`src/inc/eem_cfg.svh`:
```
// Offsets, field positions, reset values and timing of the serial memory host
`ifndef EEM_CFG_SVH
`define EEM_CFG_SVH

// ****************************************
// Timing
// ****************************************
`define EEM_CLK_MHZ        200
// Quarter of one serial bit at 400 kHz, least time
`define EEM_T_QTR_NS       625
`define EEM_QTR_CYC        ((`EEM_T_QTR_NS * `EEM_CLK_MHZ + 999) / 1000)

// ****************************************
// Register map, byte addresses
// ****************************************
`define EEM_AW             5
`define EEM_A_CTRL         5'h00
`define EEM_A_ADDR         5'h04
`define EEM_A_DATA         5'h08
`define EEM_A_STAT         5'h0C
`define EEM_A_CFG          5'h10

// ****************************************
// Fields
// ****************************************
`define EEM_CTRL_GO        0
`define EEM_CTRL_OP_LSB    1
`define EEM_CTRL_OP_MSB    2
`define EEM_ADDR_MSB       18
`define EEM_ADDR_BS        16
`define EEM_ADDR_CSL       17
`define EEM_ADDR_CSH       18
`define EEM_DATA_MSB       7
`define EEM_ST_BUSY        0
`define EEM_ST_NACK        1
`define EEM_ST_DONE        2
`define EEM_CFG_CSL        0
`define EEM_CFG_CSH        1
`define EEM_CFG_WP         2
`define EEM_CFG_TYPE_LSB   4
`define EEM_CFG_TYPE_MSB   7

// ****************************************
// Reset values and bit-level constants
// ****************************************
`define EEM_CSL_RST        1'h0
`define EEM_CSH_RST        1'h0
`define EEM_WP_RST         1'h1
`define EEM_RW_READ        1'h1
`define EEM_RW_WRITE       1'h0
`define EEM_ACK_BIT        4'h8

`endif

```
`src/inc/eem_pkg.sv`:
```
// Types shared by the serial memory host and its bit engine
package eem_pkg;

	// ****************************************
	// Software operations
	// ****************************************
	typedef enum logic [1:0] {EEM_OP_WRITE, EEM_OP_RAND_RD, EEM_OP_CUR_RD, EEM_OP_POLL} eem_op_t;

	// ****************************************
	// Bit engine commands and results
	// ****************************************
	typedef enum logic [1:0] {EEM_BOP_START, EEM_BOP_STOP, EEM_BOP_WR, EEM_BOP_RD} eem_bop_t;

	typedef struct packed {
		eem_bop_t   bop;
		logic [7:0] data;
		logic       nack;
	} eem_bcmd_t;

	typedef struct packed {
		logic [7:0] data;
		logic       nack;
	} eem_bres_t;

	// ****************************************
	// State machines
	// ****************************************
	typedef enum logic [1:0] {E_IDLE, E_FREE, E_RUN} eem_eng_st_t;

	typedef enum logic [3:0] {
		M_IDLE, M_START, M_CB, M_AH, M_AL, M_WD, M_RS, M_CB2, M_RD, M_STOP
	} eem_seq_st_t;

endpackage

```
`src/eem_bit_eng.sv`:
```
// Bit engine: Start, Stop, byte write and byte read on the two-wire bus
`include "eem_cfg.svh"
module eem_bit_eng import eem_pkg::*; #(
	parameter int unsigned QTR_CYC = `EEM_QTR_CYC
) (
	// Clock and reset
	input  wire logic      clk_i,
	input  wire logic      rst_n_i,
	// Command and result
	input  wire logic      cmd_valid_i,
	input  wire eem_bcmd_t cmd_i,
	output logic           cmd_ready_o,
	output logic           res_valid_o,
	output eem_bres_t      res_o,
	// Bus pins, open drain
	input  wire logic      scl_i,
	output logic           scl_o,
	output logic           scl_oe_o,
	input  wire logic      sda_i,
	output logic           sda_o,
	output logic           sda_oe_o
);
	localparam int unsigned TW = $clog2(QTR_CYC + 1);

	// Two synchroniser stages need time to settle inside one quarter
	if (QTR_CYC < 4) begin : g_chk
		$error("QTR_CYC must be at least 4");
	end

	logic          scl_m_q, scl_s_q, sda_m_q, sda_s_q;
	logic [TW-1:0] tmr_q;
	logic          tick;
	eem_eng_st_t   st_q;
	logic [1:0]    ph_q;
	logic [3:0]    bit_q;
	eem_bcmd_t     cur_q;
	logic [7:0]    sh_q;
	logic          ack_q, own_q, scl_low_q, sda_low_q, res_v_q, tx;
	eem_bres_t     res_q;
	logic [1:0]    drv;

	// Line levels per phase: {scl low, sda low}
	function automatic logic [1:0] lines(eem_bop_t op, logic [1:0] ph, logic t);
		lines = 2'h0;
		unique case (op)
			EEM_BOP_START: lines = (ph == 2'h0) ? 2'h2 : (ph == 2'h1) ? 2'h0 :
				(ph == 2'h2) ? 2'h1 : 2'h3;
			EEM_BOP_STOP:  lines = (ph == 2'h0) ? 2'h3 : (ph == 2'h1) ? 2'h1 : 2'h0;
			EEM_BOP_WR,
			EEM_BOP_RD:    lines = {(ph == 2'h0) || (ph == 2'h3), ~t};
		endcase
	endfunction

	always_comb begin
		if (bit_q == `EEM_ACK_BIT) begin
			tx = (cur_q.bop == EEM_BOP_RD) ? cur_q.nack : 1'h1;
		end else begin
			tx = (cur_q.bop == EEM_BOP_WR) ? sh_q[7] : 1'h1;
		end
	end

	assign drv         = lines(cur_q.bop, ph_q, tx);
	assign tick        = (tmr_q == TW'(QTR_CYC - 1));
	assign cmd_ready_o = (st_q == E_IDLE);
	assign res_valid_o = res_v_q;
	assign res_o       = res_q;
	assign scl_o       = 1'h0;
	assign sda_o       = 1'h0;
	assign scl_oe_o    = scl_low_q;
	assign sda_oe_o    = sda_low_q;

	// ****************************************
	// Pin synchronisers
	// ****************************************
	always_ff @(posedge clk_i or negedge rst_n_i) begin
		if (!rst_n_i) begin
			scl_m_q <= 1'h1;
			scl_s_q <= 1'h1;
			sda_m_q <= 1'h1;
			sda_s_q <= 1'h1;
		end else begin
			scl_m_q <= scl_i;
			scl_s_q <= scl_m_q;
			sda_m_q <= sda_i;
			sda_s_q <= sda_m_q;
		end
	end

	// ****************************************
	// Quarter timer; in E_FREE it counts only while the bus is idle
	// ****************************************
	always_ff @(posedge clk_i or negedge rst_n_i) begin
		if (!rst_n_i) begin
			tmr_q <= '0;
		end else if (st_q == E_RUN || (st_q == E_FREE && scl_s_q && sda_s_q)) begin
			tmr_q <= tick ? '0 : tmr_q + TW'(1);
		end else begin
			tmr_q <= '0;
		end
	end

	// ****************************************
	// Pin drivers, one cycle behind the phase
	// ****************************************
	always_ff @(posedge clk_i or negedge rst_n_i) begin
		if (!rst_n_i) begin
			scl_low_q <= 1'h0;
			sda_low_q <= 1'h0;
		end else if (st_q == E_RUN) begin
			scl_low_q <= drv[1];
			sda_low_q <= drv[0];
		end
	end

	// ****************************************
	// Sequencing
	// ****************************************
	always_ff @(posedge clk_i or negedge rst_n_i) begin
		if (!rst_n_i) begin
			st_q    <= E_IDLE;
			ph_q    <= 2'h0;
			bit_q   <= 4'h0;
			cur_q   <= '0;
			sh_q    <= 8'h00;
			ack_q   <= 1'h0;
			own_q   <= 1'h0;
			res_v_q <= 1'h0;
			res_q   <= '0;
		end else begin
			res_v_q <= 1'h0;
			unique case (st_q)
				E_IDLE: if (cmd_valid_i) begin
					cur_q <= cmd_i;
					sh_q  <= cmd_i.data;
					bit_q <= 4'h0;
					ph_q  <= 2'h0;
					ack_q <= 1'h0;
					st_q  <= (cmd_i.bop == EEM_BOP_START && !own_q) ? E_FREE : E_RUN;
				end
				E_FREE: if (tick) begin
					st_q <= E_RUN;
				end
				E_RUN: if (tick) begin
					ph_q <= ph_q + 2'h1;
					if (ph_q == 2'h2) begin
						if (cur_q.bop == EEM_BOP_WR && bit_q == `EEM_ACK_BIT) begin
							ack_q <= sda_s_q;
						end else if (cur_q.bop == EEM_BOP_RD && bit_q != `EEM_ACK_BIT) begin
							sh_q <= {sh_q[6:0], sda_s_q};
						end
					end
					if (ph_q == 2'h3) begin
						if ((cur_q.bop == EEM_BOP_WR || cur_q.bop == EEM_BOP_RD)
							&& bit_q != `EEM_ACK_BIT) begin
							bit_q <= bit_q + 4'h1;
							if (cur_q.bop == EEM_BOP_WR) begin
								sh_q <= {sh_q[6:0], 1'h0};
							end
						end else begin
							st_q       <= E_IDLE;
							res_v_q    <= 1'h1;
							res_q.data <= sh_q;
							res_q.nack <= ack_q;
							if (cur_q.bop == EEM_BOP_START) begin
								own_q <= 1'h1;
							end else if (cur_q.bop == EEM_BOP_STOP) begin
								own_q <= 1'h0;
							end
						end
					end
				end
				default: st_q <= E_IDLE;
			endcase
		end
	end

endmodule

```
`src/eem_ctrl.sv`:
```
// Host controller for a two-wire serial memory, driven over Avalon-MM
// ****************************************
// Serial memory host
// ****************************************
`include "eem_cfg.svh"
module eem_ctrl import eem_pkg::*; #(
	parameter int unsigned QTR_CYC  = `EEM_QTR_CYC,
	// Reset value of the device-type code field; value is arbitrary
	parameter logic [3:0]  TYPE_RST = 4'h5
) (
	// Clock and reset
	input  wire logic              clk_i,
	input  wire logic              rst_n_i,
	// Avalon-MM slave
	input  wire logic [`EEM_AW-1:0] avs_address_i,
	input  wire logic              avs_read_i,
	input  wire logic              avs_write_i,
	input  wire logic [31:0]       avs_writedata_i,
	input  wire logic [3:0]        avs_byteenable_i,
	output logic [31:0]            avs_readdata_o,
	output logic                   avs_waitrequest_o,
	// Serial clock, open drain
	input  wire logic              scl_i,
	output logic                   scl_o,
	output logic                   scl_oe_o,
	// Serial data, open drain
	input  wire logic              sda_i,
	output logic                   sda_o,
	output logic                   sda_oe_o,
	// Device straps
	output logic                   chip_select_pin_low_o,
	output logic                   chip_select_pin_high_o,
	output logic                   fixed_select_strap_o,
	output logic                   wp_o
);

	// ****************************************
	// Declarations
	// ****************************************
	logic                   ack_q;
	logic                   req;
	logic                   acc;
	logic                   busy;
	logic [31:0]            rdata_d;
	logic [31:0]            rdata_q;
	logic [31:0]            merged;
	eem_op_t                op_q;
	logic [`EEM_ADDR_MSB:0] addr_q;
	logic [7:0]             wdata_q;
	logic [7:0]             rbyte_q;
	logic                   nack_q;
	logic                   done_q;
	logic                   csl_q;
	logic                   csh_q;
	logic                   wp_q;
	logic                   strap_q;
	logic [3:0]             type_q;
	eem_seq_st_t            seq_q;
	logic                   issued_q;
	logic                   go;
	logic                   done_clr;
	logic                   bcmd_valid;
	logic                   bcmd_ready;
	eem_bcmd_t              bcmd;
	logic                   bres_valid;
	eem_bres_t              bres;

	// ****************************************
	// Helpers
	// ****************************************
	function automatic logic hit(logic [`EEM_AW-1:0] a, logic [`EEM_AW-1:0] off);
		hit = (a == off);
	endfunction

	function automatic logic [31:0] be_merge(logic [31:0] old, logic [31:0] nw,
		logic [3:0] be);
		be_merge = old;
		for (int i = 0; i < 4; i++) begin
			if (be[i]) begin
				be_merge[i*8 +: 8] = nw[i*8 +: 8];
			end
		end
	endfunction

	// Control byte: type code, block select, chip selects, direction
	function automatic logic [7:0] cbyte(logic [3:0] t, logic [`EEM_ADDR_MSB:0] a,
		logic rw);
		cbyte = {t, a[`EEM_ADDR_BS], a[`EEM_ADDR_CSH], a[`EEM_ADDR_CSL], rw};
	endfunction

	// ****************************************
	// Avalon-MM slave: one wait state per access
	// ****************************************
	assign req               = avs_read_i || avs_write_i;
	assign acc               = req && ack_q;
	assign avs_waitrequest_o = req && !ack_q;
	assign avs_readdata_o    = rdata_q;
	assign busy              = (seq_q != M_IDLE);

	always_comb begin
		rdata_d = 32'h0000_0000;
		if (hit(avs_address_i, `EEM_A_CTRL)) begin
			rdata_d[`EEM_CTRL_OP_MSB:`EEM_CTRL_OP_LSB] = op_q;
		end else if (hit(avs_address_i, `EEM_A_ADDR)) begin
			rdata_d[`EEM_ADDR_MSB:0] = addr_q;
		end else if (hit(avs_address_i, `EEM_A_DATA)) begin
			rdata_d[`EEM_DATA_MSB:0] = rbyte_q;
		end else if (hit(avs_address_i, `EEM_A_STAT)) begin
			rdata_d[`EEM_ST_BUSY] = busy;
			rdata_d[`EEM_ST_NACK] = nack_q;
			rdata_d[`EEM_ST_DONE] = done_q;
		end else if (hit(avs_address_i, `EEM_A_CFG)) begin
			rdata_d[`EEM_CFG_CSL] = csl_q;
			rdata_d[`EEM_CFG_CSH] = csh_q;
			rdata_d[`EEM_CFG_WP]  = wp_q;
			rdata_d[`EEM_CFG_TYPE_MSB:`EEM_CFG_TYPE_LSB] = type_q;
		end
	end

	assign merged   = be_merge(rdata_d, avs_writedata_i, avs_byteenable_i);
	assign go       = acc && avs_write_i && hit(avs_address_i, `EEM_A_CTRL)
		&& avs_byteenable_i[0] && avs_writedata_i[`EEM_CTRL_GO] && !busy;
	assign done_clr = acc && avs_write_i && hit(avs_address_i, `EEM_A_STAT)
		&& avs_byteenable_i[0] && avs_writedata_i[`EEM_ST_DONE];

	always_ff @(posedge clk_i or negedge rst_n_i) begin
		if (!rst_n_i) begin
			ack_q   <= 1'h0;
			rdata_q <= 32'h0000_0000;
		end else begin
			ack_q <= req && !ack_q;
			if (avs_read_i && !ack_q) begin
				rdata_q <= rdata_d;
			end
		end
	end

	// ****************************************
	// Software registers
	// ****************************************
	// Setup is frozen while an operation runs so the straps never move mid-transfer
	always_ff @(posedge clk_i or negedge rst_n_i) begin
		if (!rst_n_i) begin
			op_q    <= EEM_OP_WRITE;
			addr_q  <= '0;
			wdata_q <= 8'h00;
			csl_q   <= `EEM_CSL_RST;
			csh_q   <= `EEM_CSH_RST;
			wp_q    <= `EEM_WP_RST;
			type_q  <= TYPE_RST;
		end else if (acc && avs_write_i && !busy) begin
			if (hit(avs_address_i, `EEM_A_CTRL) && avs_byteenable_i[0]) begin
				op_q <= eem_op_t'(merged[`EEM_CTRL_OP_MSB:`EEM_CTRL_OP_LSB]);
			end
			if (hit(avs_address_i, `EEM_A_ADDR)) begin
				addr_q <= merged[`EEM_ADDR_MSB:0];
			end
			if (hit(avs_address_i, `EEM_A_DATA)) begin
				wdata_q <= merged[`EEM_DATA_MSB:0];
			end
			if (hit(avs_address_i, `EEM_A_CFG)) begin
				csl_q  <= merged[`EEM_CFG_CSL];
				csh_q  <= merged[`EEM_CFG_CSH];
				wp_q   <= merged[`EEM_CFG_WP];
				type_q <= merged[`EEM_CFG_TYPE_MSB:`EEM_CFG_TYPE_LSB];
			end
		end
	end

	// ****************************************
	// Strap pins, from flip-flops so they are defined from reset
	// ****************************************
	always_ff @(posedge clk_i or negedge rst_n_i) begin
		if (!rst_n_i) begin
			strap_q <= 1'h0;
		end else begin
			strap_q <= 1'h1;
		end
	end

	assign chip_select_pin_low_o  = csl_q;
	assign chip_select_pin_high_o = csh_q;
	assign fixed_select_strap_o   = strap_q;
	assign wp_o                   = wp_q;

	// ****************************************
	// Status
	// ****************************************
	// A completion in the same cycle as a clear keeps the flag set
	always_ff @(posedge clk_i or negedge rst_n_i) begin
		if (!rst_n_i) begin
			done_q <= 1'h0;
		end else if (bres_valid && seq_q == M_STOP) begin
			done_q <= 1'h1;
		end else if (done_clr) begin
			done_q <= 1'h0;
		end
	end

	always_ff @(posedge clk_i or negedge rst_n_i) begin
		if (!rst_n_i) begin
			nack_q  <= 1'h0;
			rbyte_q <= 8'h00;
		end else if (go) begin
			nack_q <= 1'h0;
		end else if (bres_valid) begin
			unique case (seq_q)
				M_CB, M_AH, M_AL, M_WD, M_CB2: if (bres.nack) begin
					nack_q <= 1'h1;
				end
				M_RD: rbyte_q <= bres.data;
				default: ;
			endcase
		end
	end

	// ****************************************
	// Command sequencer
	// ****************************************
	always_comb begin
		bcmd      = '0;
		bcmd.bop  = EEM_BOP_START;
		bcmd.data = 8'h00;
		bcmd.nack = 1'h0;
		unique case (seq_q)
			M_IDLE, M_START, M_RS: bcmd.bop = EEM_BOP_START;
			M_CB: begin
				bcmd.bop  = EEM_BOP_WR;
				bcmd.data = cbyte(type_q, addr_q, `EEM_RW_WRITE);
			end
			M_AH: begin
				bcmd.bop  = EEM_BOP_WR;
				bcmd.data = addr_q[15:8];
			end
			M_AL: begin
				bcmd.bop  = EEM_BOP_WR;
				bcmd.data = addr_q[7:0];
			end
			M_WD: begin
				bcmd.bop  = EEM_BOP_WR;
				bcmd.data = wdata_q;
			end
			M_CB2: begin
				bcmd.bop  = EEM_BOP_WR;
				bcmd.data = cbyte(type_q, addr_q, `EEM_RW_READ);
			end
			M_RD: begin
				bcmd.bop  = EEM_BOP_RD;
				bcmd.nack = 1'h1;
			end
			M_STOP: bcmd.bop = EEM_BOP_STOP;
		endcase
	end

	assign bcmd_valid = busy && !issued_q;

	// Any refused byte ends the operation with a Stop at once
	always_ff @(posedge clk_i or negedge rst_n_i) begin
		if (!rst_n_i) begin
			seq_q    <= M_IDLE;
			issued_q <= 1'h0;
		end else begin
			if (bcmd_valid && bcmd_ready) begin
				issued_q <= 1'h1;
			end else if (bres_valid) begin
				issued_q <= 1'h0;
			end
			if (go) begin
				seq_q <= M_START;
			end else if (bres_valid) begin
				unique case (seq_q)
					M_START: seq_q <= (op_q == EEM_OP_CUR_RD) ? M_CB2 : M_CB;
					M_CB: begin
						if (bres.nack || op_q == EEM_OP_POLL) begin
							seq_q <= M_STOP;
						end else begin
							seq_q <= M_AH;
						end
					end
					M_AH: seq_q <= bres.nack ? M_STOP : M_AL;
					M_AL: begin
						if (bres.nack || op_q == EEM_OP_WRITE) begin
							seq_q <= bres.nack ? M_STOP : M_WD;
						end else begin
							seq_q <= M_RS;
						end
					end
					M_WD:  seq_q <= M_STOP;
					M_RS:  seq_q <= M_CB2;
					M_CB2: seq_q <= bres.nack ? M_STOP : M_RD;
					M_RD:  seq_q <= M_STOP;
					M_STOP: seq_q <= M_IDLE;
					default: seq_q <= M_IDLE;
				endcase
			end
		end
	end

	// ****************************************
	// Bit engine
	// ****************************************
	eem_bit_eng #(
		.QTR_CYC (QTR_CYC)
	) u_eng (
		.clk_i       (clk_i),
		.rst_n_i     (rst_n_i),
		.cmd_valid_i (bcmd_valid),
		.cmd_i       (bcmd),
		.cmd_ready_o (bcmd_ready),
		.res_valid_o (bres_valid),
		.res_o       (bres),
		.scl_i       (scl_i),
		.scl_o       (scl_o),
		.scl_oe_o    (scl_oe_o),
		.sda_i       (sda_i),
		.sda_o       (sda_o),
		.sda_oe_o    (sda_oe_o)
	);

endmodule

```
`config.mk`:
```
export PLATFORM = sky130hd
export DESIGN_NAME = eem_ctrl
export DESIGN_NICKNAME = d
export VERILOG_FILES = /design/src/inc/eem_pkg.sv /design/src/eem_bit_eng.sv /design/src/eem_ctrl.sv
export VERILOG_INCLUDE_DIRS = /design/src /design/src/inc
export SDC_FILE = /design/constraint.sdc
export NUM_CORES = 1
export LEC_CHECK = 0
export BUFFER_PORTS_ARGS = -buffer_cell sky130_fd_sc_hd__buf_4
export CAP_MARGIN = 10
export CORE_ASPECT_RATIO = 1.25
export CORE_UTILIZATION = 45
export DETAILED_ROUTE_END_ITERATION = 12
export GPL_TIMING_DRIVEN = 1
export PLACE_DENSITY = 0.65
export SLEW_MARGIN = 30
export SYNTH_ARGS = -nofsm -noshare
export SYNTH_HDL_FRONTEND = slang
export SYNTH_SLANG_ARGS = --single-unit
```
`constraint.sdc`:
```
create_clock -name clk_i -period 6.5 [get_ports clk_i]
set_clock_uncertainty 0.1 [all_clocks]
set_input_delay 0.975 -clock clk_i [delete_from_list [all_inputs] [get_ports clk_i]]
set_output_delay 0.975 -clock clk_i [all_outputs]
set_load 0.05 [all_outputs]
```
==> impl_results.md, run 1 <==
- Final cell utilization of the core: 54.43%
- Buffers & Inverters on Critical Path: 0
- Weighted congestion at the end of routability-driven global placement: 0.8391
- Highest net fanout along the worst path: 22
- Reg-to-reg setup timing slack: roughly 3.6 ns
- Synth Flop Type: sky130_fd_sc_hd__dfrtp_1
- Final Cycle Share: roughly 45%
- Hold Startpoint: u_eng.scl_m_q
- N_diodes: 0
- Worst slew margin relative to its limit: 37.96%
- Clk sink count: 116
- Most common cell after layout, fill and taps aside: sky130_fd_sc_hd__dfrtp_1
- Final-layout fill cell count: 1095
- Total number of placement rows: 46
- Fraction of final layout cells with drive strength greater than 1: 25.69%
- Share of cell area taken by muxes after synthesis: 11.07%
- Total GRT Usage: 21.65%
- Critical R2R Capture: wdata_q[7]
- Clock tree from TritonCTS: built
- Top delay family on crit path: simple AND/OR/NAND/NOR gates
- Fin. max-slew vios: 0
- Quantity of gates resized following cts: 0
- Wire length of the first global-routing pass: about 23 mm
- Half-perimeter wire length after placement: 9.830 mm
- Post-synthesis compound-gate area fraction: 15.23%
- Outcome: finished clean
- Number of top-level pins: between 80 and 90
- List of cells traversed by the critical path: nor4_4 > and3_4 > nand4_1 > mux2_2
- Max VDD drop: roughly 0.00016 V
- DR iter-0 viols: 281
- Cell with the largest stage delay on the worst path: sky130_fd_sc_hd__dfrtp_1
- Combinational family with the most area after synthesis: simple AND/OR/NAND/NOR gates
- Depth of the most critical reg-to-reg path: 4
- Worst path setup slack after routing: about 3.6 ns
- Gr ovfl total: 0
- Vias per cell: 5.645
- Number of antenna violations at the first check in global routing: 0
- Number of enable flip-flop cells after synthesis: 0
- Total of hold buffers inserted after clock tree synthesis: 0
- Worst Hold End: u_eng.scl_s_q
- Placeable core region: ~0.013 sq mm
- Max-capacitance violation count: 0
- Initial standard-cell utilization of the core: 46.12%
- Upper clock frequency limit: 344.9 MHz
- Total Negative Setup Slacks: 0 ns
- Cell depth of the worst min-delay path: 0
- Synthesized area per cell: 10.55 sq um
- Cell Area, Synth: around 0.006 sq mm
- Pin count of the biggest net entering global routing: 69
- Root buf cell: sky130_fd_sc_hd__clkbuf_16
- Post-CTS repair timing setup buffer count: 0
- Unrepaired setup endpoints after global routing: false
- Final Setup Violations: 0
- Category of the most critical setup path: reg -> reg
- Worst slack after detailed placement: 3.467 ns
- Kind of start point of the critical path: flop
- Cell area after layout: 0.006923 sq mm
- Syn. warnings: 0
- Vias in the first global route: 4367
- Flop and latch count out of synthesis: about 120
- Clock latency on the worst-skew pair: roughly 0.42 ns
- Aggregate routed wire length: around 14 mm
- Instance area at placement: 0.006344 sq mm
- Syn Inst Count: around 560
- Clock slew at reported path FFs: around 0.05 ns
- Number of DRC violations after detailed routing: 0
- Required time of the worst setup path: roughly 6.7 ns
- Arr. time, crit path: 3.09 ns
- Part of the Yosys area used for sequential elements: 49.63%
- Crit path capture type: flop
- Total count of hold-check failures in the final report: 0
- Worst stage delay on the critical path: just over 0.7 ns
- Ys async rst share: 100.0%
- Top library cells by usage in the layout, fill and taps aside: sky130_fd_sc_hd__dfrtp_1 (109), sky130_fd_sc_hd__buf_4 (62), sky130_fd_sc_hd__nand2_1 (52)
- Post-synth cell types: 61
- Fin crit period: 2.900 ns
- Vert. Die Dim: between 100 and 150 microns
- Simple-gate portion of the synthesized area: 16.12%
- Via total after detailed routing: 4443
- Wirelength per Cell: 17.55 microns
- Parity-gate share of the synthesized area counting xor and xnor cells: 0.8957%
- Final ANT Viol Nets: 0
- Area added between synthesis and finish: 18.00%
- 1st-pass router iterations: 6
- Worst hold path type: reg -> reg
- Number of placed instances, taps included: 754
- IO Port Bufs: slightly below 60
- Number of buffers created by CTS: 17
- Actual slew at the worst max-slew pin: 0.9307 ns
- Final instance count without filler cells: about 790
- CTS HTree Levels: 4
- Launch instance of the worst register-to-register path: seq_q[0]
- Layout Nets: 661
- Buffers from clock root to sink, at most: 2
- Adder-cell area share of the yosys netlist: 1.706%
- Area of the die: 0.01350 sq mm
- Width of the chip: 104.1 microns
- Pwr dens: 251.3 mW/mm^2
- Static leakage: 3.262 nW
synthesized netlist by cell type (2+ instances only):
| cell type | n | share of area, % |
|---|---|---|
| sky130_fd_sc_hd__xor2_1 | 5 | 0.75 |
| sky130_fd_sc_hd__dfstp_2 | 7 | 3.1 |
| sky130_fd_sc_hd__inv_1 | 12 | 0.77 |
| sky130_fd_sc_hd__and3_1 | 6 | 0.64 |
| sky130_fd_sc_hd__a2bb2oi_1 | 2 | 0.30 |
| sky130_fd_sc_hd__buf_4 | 15 | 1.9 |
| sky130_fd_sc_hd__ha_1 | 8 | 1.7 |
| sky130_fd_sc_hd__nand3b_1 | 8 | 1.0 |
| sky130_fd_sc_hd__mux2_2 | 35 | 6.7 |
| sky130_fd_sc_hd__a221oi_1 | 12 | 1.8 |
| sky130_fd_sc_hd__a31o_2 | 2 | 0.30 |
| sky130_fd_sc_hd__dfrtp_1 | 109 | 46 |
| sky130_fd_sc_hd__nand2b_1 | 6 | 0.64 |
| sky130_fd_sc_hd__a221o_1 | 7 | 1.2 |
| sky130_fd_sc_hd__buf_1 | 2 | 0.13 |
| sky130_fd_sc_hd__a22o_1 | 18 | 2.7 |
| sky130_fd_sc_hd__a32oi_1 | 2 | 0.30 |
| sky130_fd_sc_hd__nor4_1 | 3 | 0.32 |
| sky130_fd_sc_hd__nand3_1 | 16 | 1.4 |
| sky130_fd_sc_hd__o31ai_1 | 11 | 1.4 |
| sky130_fd_sc_hd__mux2_4 | 11 | 2.8 |
| sky130_fd_sc_hd__and2_1 | 3 | 0.32 |
| sky130_fd_sc_hd__a31oi_1 | 4 | 0.43 |
| sky130_fd_sc_hd__mux2i_1 | 9 | 1.5 |
| sky130_fd_sc_hd__nor2_1 | 39 | 2.5 |
| sky130_fd_sc_hd__buf_2 | 8 | 0.68 |
| sky130_fd_sc_hd__or4_1 | 4 | 0.51 |
| sky130_fd_sc_hd__a21oi_1 | 32 | 2.7 |
| sky130_fd_sc_hd__nand4_1 | 6 | 0.64 |
| sky130_fd_sc_hd__conb_1 | 2 | 0.13 |
| sky130_fd_sc_hd__and3_4 | 2 | 0.38 |
| sky130_fd_sc_hd__nor2b_1 | 10 | 1.1 |
| sky130_fd_sc_hd__nor3_1 | 11 | 0.94 |
| sky130_fd_sc_hd__nand2_1 | 52 | 3.3 |
| sky130_fd_sc_hd__clkbuf_1 | 19 | 1.2 |
| sky130_fd_sc_hd__or3_1 | 2 | 0.21 |
| sky130_fd_sc_hd__o21ai_0 | 32 | 2.7 |
cells by family (layout without fill, tap and decap cells):
kind of cell | after synthesis | after routing
compound gates | 131 | 131
xor+xnor | 6 | 6
fa+ha+maj | 8 | 8
buf+inv | 59 | 108
flops | 116 | 116
mux | 55 | 55
other cells | 2 | 16
simple gates | 179 | 179
worst register-to-register path, delay by kind of cell (launching register included):
| family | cells | cell delay (ns) |
|---|---|---|
| flip-flops | 1 | 0.72 |
| AND/OR/NAND/NOR | 3 | 1.49 |
| multiplexers | 1 | 0.47 |
state kept, by name (all words and copies together) (netlist names), 2 cells and up:
name,cells
u_eng.ph_q,2
addr_q,19
wdata_q,8
u_eng.res_o,9
u_eng.cur_q,3
op_q,2
seq_q,4
u_eng.st_q,2
avs_readdata_o,19
type_q,4
rbyte_q,8
u_eng.sh_q,8
u_eng.tmr_q,7
u_eng.bit_q,4
stage by stage:
stage               hold slack [ns]  power, mW
floorplan                    0.2452     0.8111
CTS                          0.2583      1.753
finish                       0.2588      1.740
global placement             0.2478     0.8500
global route                 0.2587      1.793
detailed placement           0.2532     0.8511
power breakdown:
part           leakage [nW]  internal, mW  switching [mW]
combinational          1.43        0.0286          0.0760
sequential             1.56         0.730         0.00443
clock                 0.277         0.562           0.338
worst max path at each step:
| stage | startpoint | slack [ns] | cells after the start | to |
|---|---|---|---|---|
| after floorplan | avs_read_i | 3.75 | 2 | avs_waitrequest_o |
| after global placement | avs_address_i[3] | 3.48 | 6 | wdata_q[5] |
| after detailed placement | avs_address_i[3] | 3.47 | 6 | addr_q[4] |
| after CTS | seq_q[0] | 3.63 | 4 | wdata_q[7] |
| after global routing | seq_q[0] | 3.47 | 4 | wdata_q[5] |
| final | seq_q[0] | 3.60 | 4 | wdata_q[7] |
cell type report:
cell class / count / area, sq um / share of cell area (%)
Clock buffer: 19 / 432.9 / 6.253
Clock inverter: 13 / 135.1 / 1.952
Inverter: 13 / 48.80 / 0.7049
Multi-Input combinational cell: 395 / 2708 / 39.11
Sequential cell: 116 / 2912 / 42.06
Tap cell: 168 / 210.2 / 3.036
Timing Repair Buffer: 63 / 476.7 / 6.886
layer usage:
layer  track usage (%)  wire length (microns)
met5                 0                      0
met4             10.00                    297
met3             4.376                    496
met2             37.22                   6970
met1             26.40                   6044
Note: power is estimated with default switching activity, not from simulation.
==> run 2: changes to the inputs <==
==> constraint.sdc (replaced) <==
create_clock -name clk_i -period 2.8 [get_ports clk_i]
set_clock_uncertainty 0.1 [all_clocks]
set_input_delay 0.42 -clock clk_i [delete_from_list [all_inputs] [get_ports clk_i]]
set_output_delay 0.42 -clock clk_i [all_outputs]
set_load 0.05 [all_outputs]
==> run 2 against run 1 <==
Effect of this change:
- sequential share of layout area decreased by 0.68 points
- count of clock-buffer cells in the layout decreased by 2
- sequential power increased by 130%
- combinational power increased by 140%
- die area unchanged
- via count increased by 2.8%
- sequential cell count unchanged
- first-iteration DRC count decreased by 27%
- design area increased by 1.6%
- clock power increased by 120%
- largest cell class unchanged
==> impl_results.md, run 2 (same netlist as run 1, synthesis figures left out) <==
- Max-capacitance violation count: 0 (unchanged)
- Vias in the first global route: 4586 (was 4367)
- Worst slew margin relative to its limit: 54.00% (was 37.96%)
- Launch instance of the worst register-to-register path: u_eng.tmr_q[0] (was seq_q[0])
- Wirelength per Cell: 17.54 microns (was 17.55 microns)
- Reg-to-reg setup timing slack: 0.67 ns (was 3.60 ns)
- Total of hold buffers inserted after clock tree synthesis: 1 (was 0)
- Most common cell after layout, fill and taps aside: sky130_fd_sc_hd__dfrtp_1 (unchanged)
- Arr. time, crit path: 2.33 ns (was 3.09 ns)
- Weighted congestion at the end of routability-driven global placement: 0.8793 (was 0.8391)
- Vert. Die Dim: 129.7 microns (unchanged)
- Internal power summed over all cells: 2.916 mW (was 1.321 mW)
- Switching power: 1.031 mW (was 418.8 uW)
- Number of buffers created by CTS: 17 (unchanged)
- Fin. max-slew vios: 0 (unchanged)
- Required time of the worst setup path: 2.99 ns (was 6.69 ns)
- Fraction of final layout cells with drive strength greater than 1: 27.56% (was 25.69%)
- CTS HTree Levels: 4 (unchanged)
- Post-CTS repair timing setup buffer count: 0 (unchanged)
- Category of the most critical setup path: reg -> reg (unchanged)
- Pwr dens: 560.8 mW/mm^2 (was 251.3 mW/mm^2)
- Number of top-level pins: 88 (unchanged)
- Hold Startpoint: scl_i (was u_eng.scl_m_q)
- Half-perimeter wire length after placement: 10.18 mm (was 9.830 mm)
- Outcome: finished clean (unchanged)
- Initial standard-cell utilization of the core: 46.12% (unchanged)
- Kind of start point of the critical path: flop (unchanged)
- Buffers from clock root to sink, at most: 2 (unchanged)
- Wire length of the first global-routing pass: 23.40 mm (was 22.58 mm)
- Combinational share of power: 6.4% (was 6.0%)
- 1st-pass router iterations: 5 (was 6)
- Number of DRC violations after detailed routing: 0 (unchanged)
- Static leakage: 3.329 nW (was 3.262 nW)
- Max VDD drop: 0.0003320 V (was 0.0001637 V)
- IO Port Bufs: 58 (unchanged)
- Clock slew at reported path FFs: 0.06 ns (was 0.05 ns)
- Placeable core region: 0.01272 sq mm (unchanged)
- Worst hold path type: in -> reg (was reg -> reg)
- Total number of placement rows: 46 (unchanged)
- Worst setup path startpoint: u_eng.tmr_q[0] (was seq_q[0])
- Final ANT Viol Nets: 0 (unchanged)
- Actual slew at the worst max-slew pin: 0.6844 ns (was 0.9307 ns)
- Width of the chip: 104.1 microns (unchanged)
- Final Cycle Share: 76.21% (was 44.61%)
- Pin count of the biggest net entering global routing: 48 (was 69)
- Number of antenna violations at the first check in global routing: 0 (unchanged)
- Aggregate routed wire length: 14.09 mm (was 13.81 mm)
- N_diodes: 0 (unchanged)
- Clk sink count: 116 (unchanged)
- Final-layout fill cell count: 1134 (was 1095)
- Layout Nets: 677 (was 661)
- Switching fraction of total power: 26.11% (was 24.07%)
- Clock latency on the worst-skew pair: 0.41 ns (was 0.42 ns)
- Top library cells by usage in the layout, fill and taps aside: sky130_fd_sc_hd__dfrtp_1 (109), sky130_fd_sc_hd__buf_4 (76), sky130_fd_sc_hd__nand2_1 (52) (was sky130_fd_sc_hd__dfrtp_1 (109), sky130_fd_sc_hd__buf_4 (62), sky130_fd_sc_hd__nand2_1 (52))
- Area of the die: 0.01350 sq mm (unchanged)
- Final cell utilization of the core: 55.32% (was 54.43%)
- Quantity of gates resized following cts: 0 (unchanged)
- Sequential share of power: 43.2% (was 42.2%)
- Hold Worst Slack: 0.01694 ns (was 0.2588 ns)
- Highest net fanout along the worst path: 10 (was 22)
- DR iter-0 viols: 204 (was 281)
- Fin crit period: 2.134 ns (was 2.900 ns)
- Clk network pwr share: 50.4% (was 51.8%)
- Root buf cell: sky130_fd_sc_hd__clkbuf_16 (unchanged)
- Total Negative Setup Slacks: 0 ns (unchanged)
- Crit path capture type: flop (unchanged)
- Via total after detailed routing: 4568 (was 4443)
- Clock tree from TritonCTS: built (unchanged)
- Area added between synthesis and finish: 19.94% (was 18.00%)
- Total count of hold-check failures in the final report: 0 (unchanged)
- Final Setup Violations: 0 (unchanged)
- Gr ovfl total: 0 (unchanged)
- Total GRT Usage: 22.17% (was 21.65%)
- Upper clock frequency limit: 468.7 MHz (was 344.9 MHz)
- Vias per cell: 5.689 (was 5.645)
- Unrepaired setup endpoints after global routing: false (unchanged)
## run 2: cell types whose count changed in the layout (fill, tap and decap cells not counted), sizes merged
cell / delta
bufinv: -2
clkinv: -2
inv: +5
dlygate4sd3: +2
clkinvlp: +1
clkbuf: -2
buf: +14
## run 2: power by group through the flow
| stage | logic [mW] | registers (mW) | clock network, mW |
|---|---|---|---|
| floorplan | 0.125 | 1.76 | 0 |
| global placement | 0.249 | 1.73 | 0 |
| detailed placement | 0.252 | 1.73 | 0 |
| CTS | 0.255 | 1.71 | 2.02 |
| global route | 0.274 | 1.71 | 2.08 |
| finish | 0.253 | 1.70 | 1.99 |
## run 2: routing by layer
metal / track usage (%) / part of all wire [%]
met5: 0 / 0
met3: 4.376 / 3.8
met2: 38.08 / 50
met4: 11.43 / 3.2
met1: 26.66 / 43
## run 2: area by class of cell
cell class,count,area (sq um),area share [%]
sequential,116,2912,41.38
clock inverter,15,122.6,1.743
timing repair buffer,79,610.6,8.677
clock buffer,17,425.4,6.046
multi-input combinational,395,2708,38.48
inverter,13,48.80,0.6935
tap,168,210.2,2.987
## run 2: worst paths after layout
check / end / depth (start not counted)
min: u_eng.scl_m_q / 1
max in group asynchronous: wp_o / 3
max reg2reg: u_eng.res_o[7] / 6
max: u_eng.res_o[7] / 6
min reg2reg: u_eng.scl_s_q / 0
min in group asynchronous: u_eng.tmr_q[3] / 2
## run 2: critical path, cell delays in order (launching register included)
cell	delay, ns
sky130_fd_sc_hd__dfrtp_1	0.42
sky130_fd_sc_hd__inv_1	0.08
sky130_fd_sc_hd__ha_1	0.19
sky130_fd_sc_hd__nand2_1	0.08
sky130_fd_sc_hd__nor3_1	0.23
sky130_fd_sc_hd__and3_1	0.52
sky130_fd_sc_hd__mux2_2	0.40
## run 2: through the flow
| stage | total power, mW | area [sq um] | setup slack [ns] | std cells |
|---|---|---|---|---|
| finish | 3.947 | 7037 | 0.6662 | 803 |
| global route | 4.062 | 7037 | 0.4340 | 803 |
| CTS | 3.976 | 7027 | 0.6393 | 802 |
| detailed placement | 1.986 | 6469 | 0.4488 | 769 |
| global placement | 1.983 | 6462 | 0.4812 | 769 |
| floorplan | 1.883 | 5919 | 0.7559 | 570 |
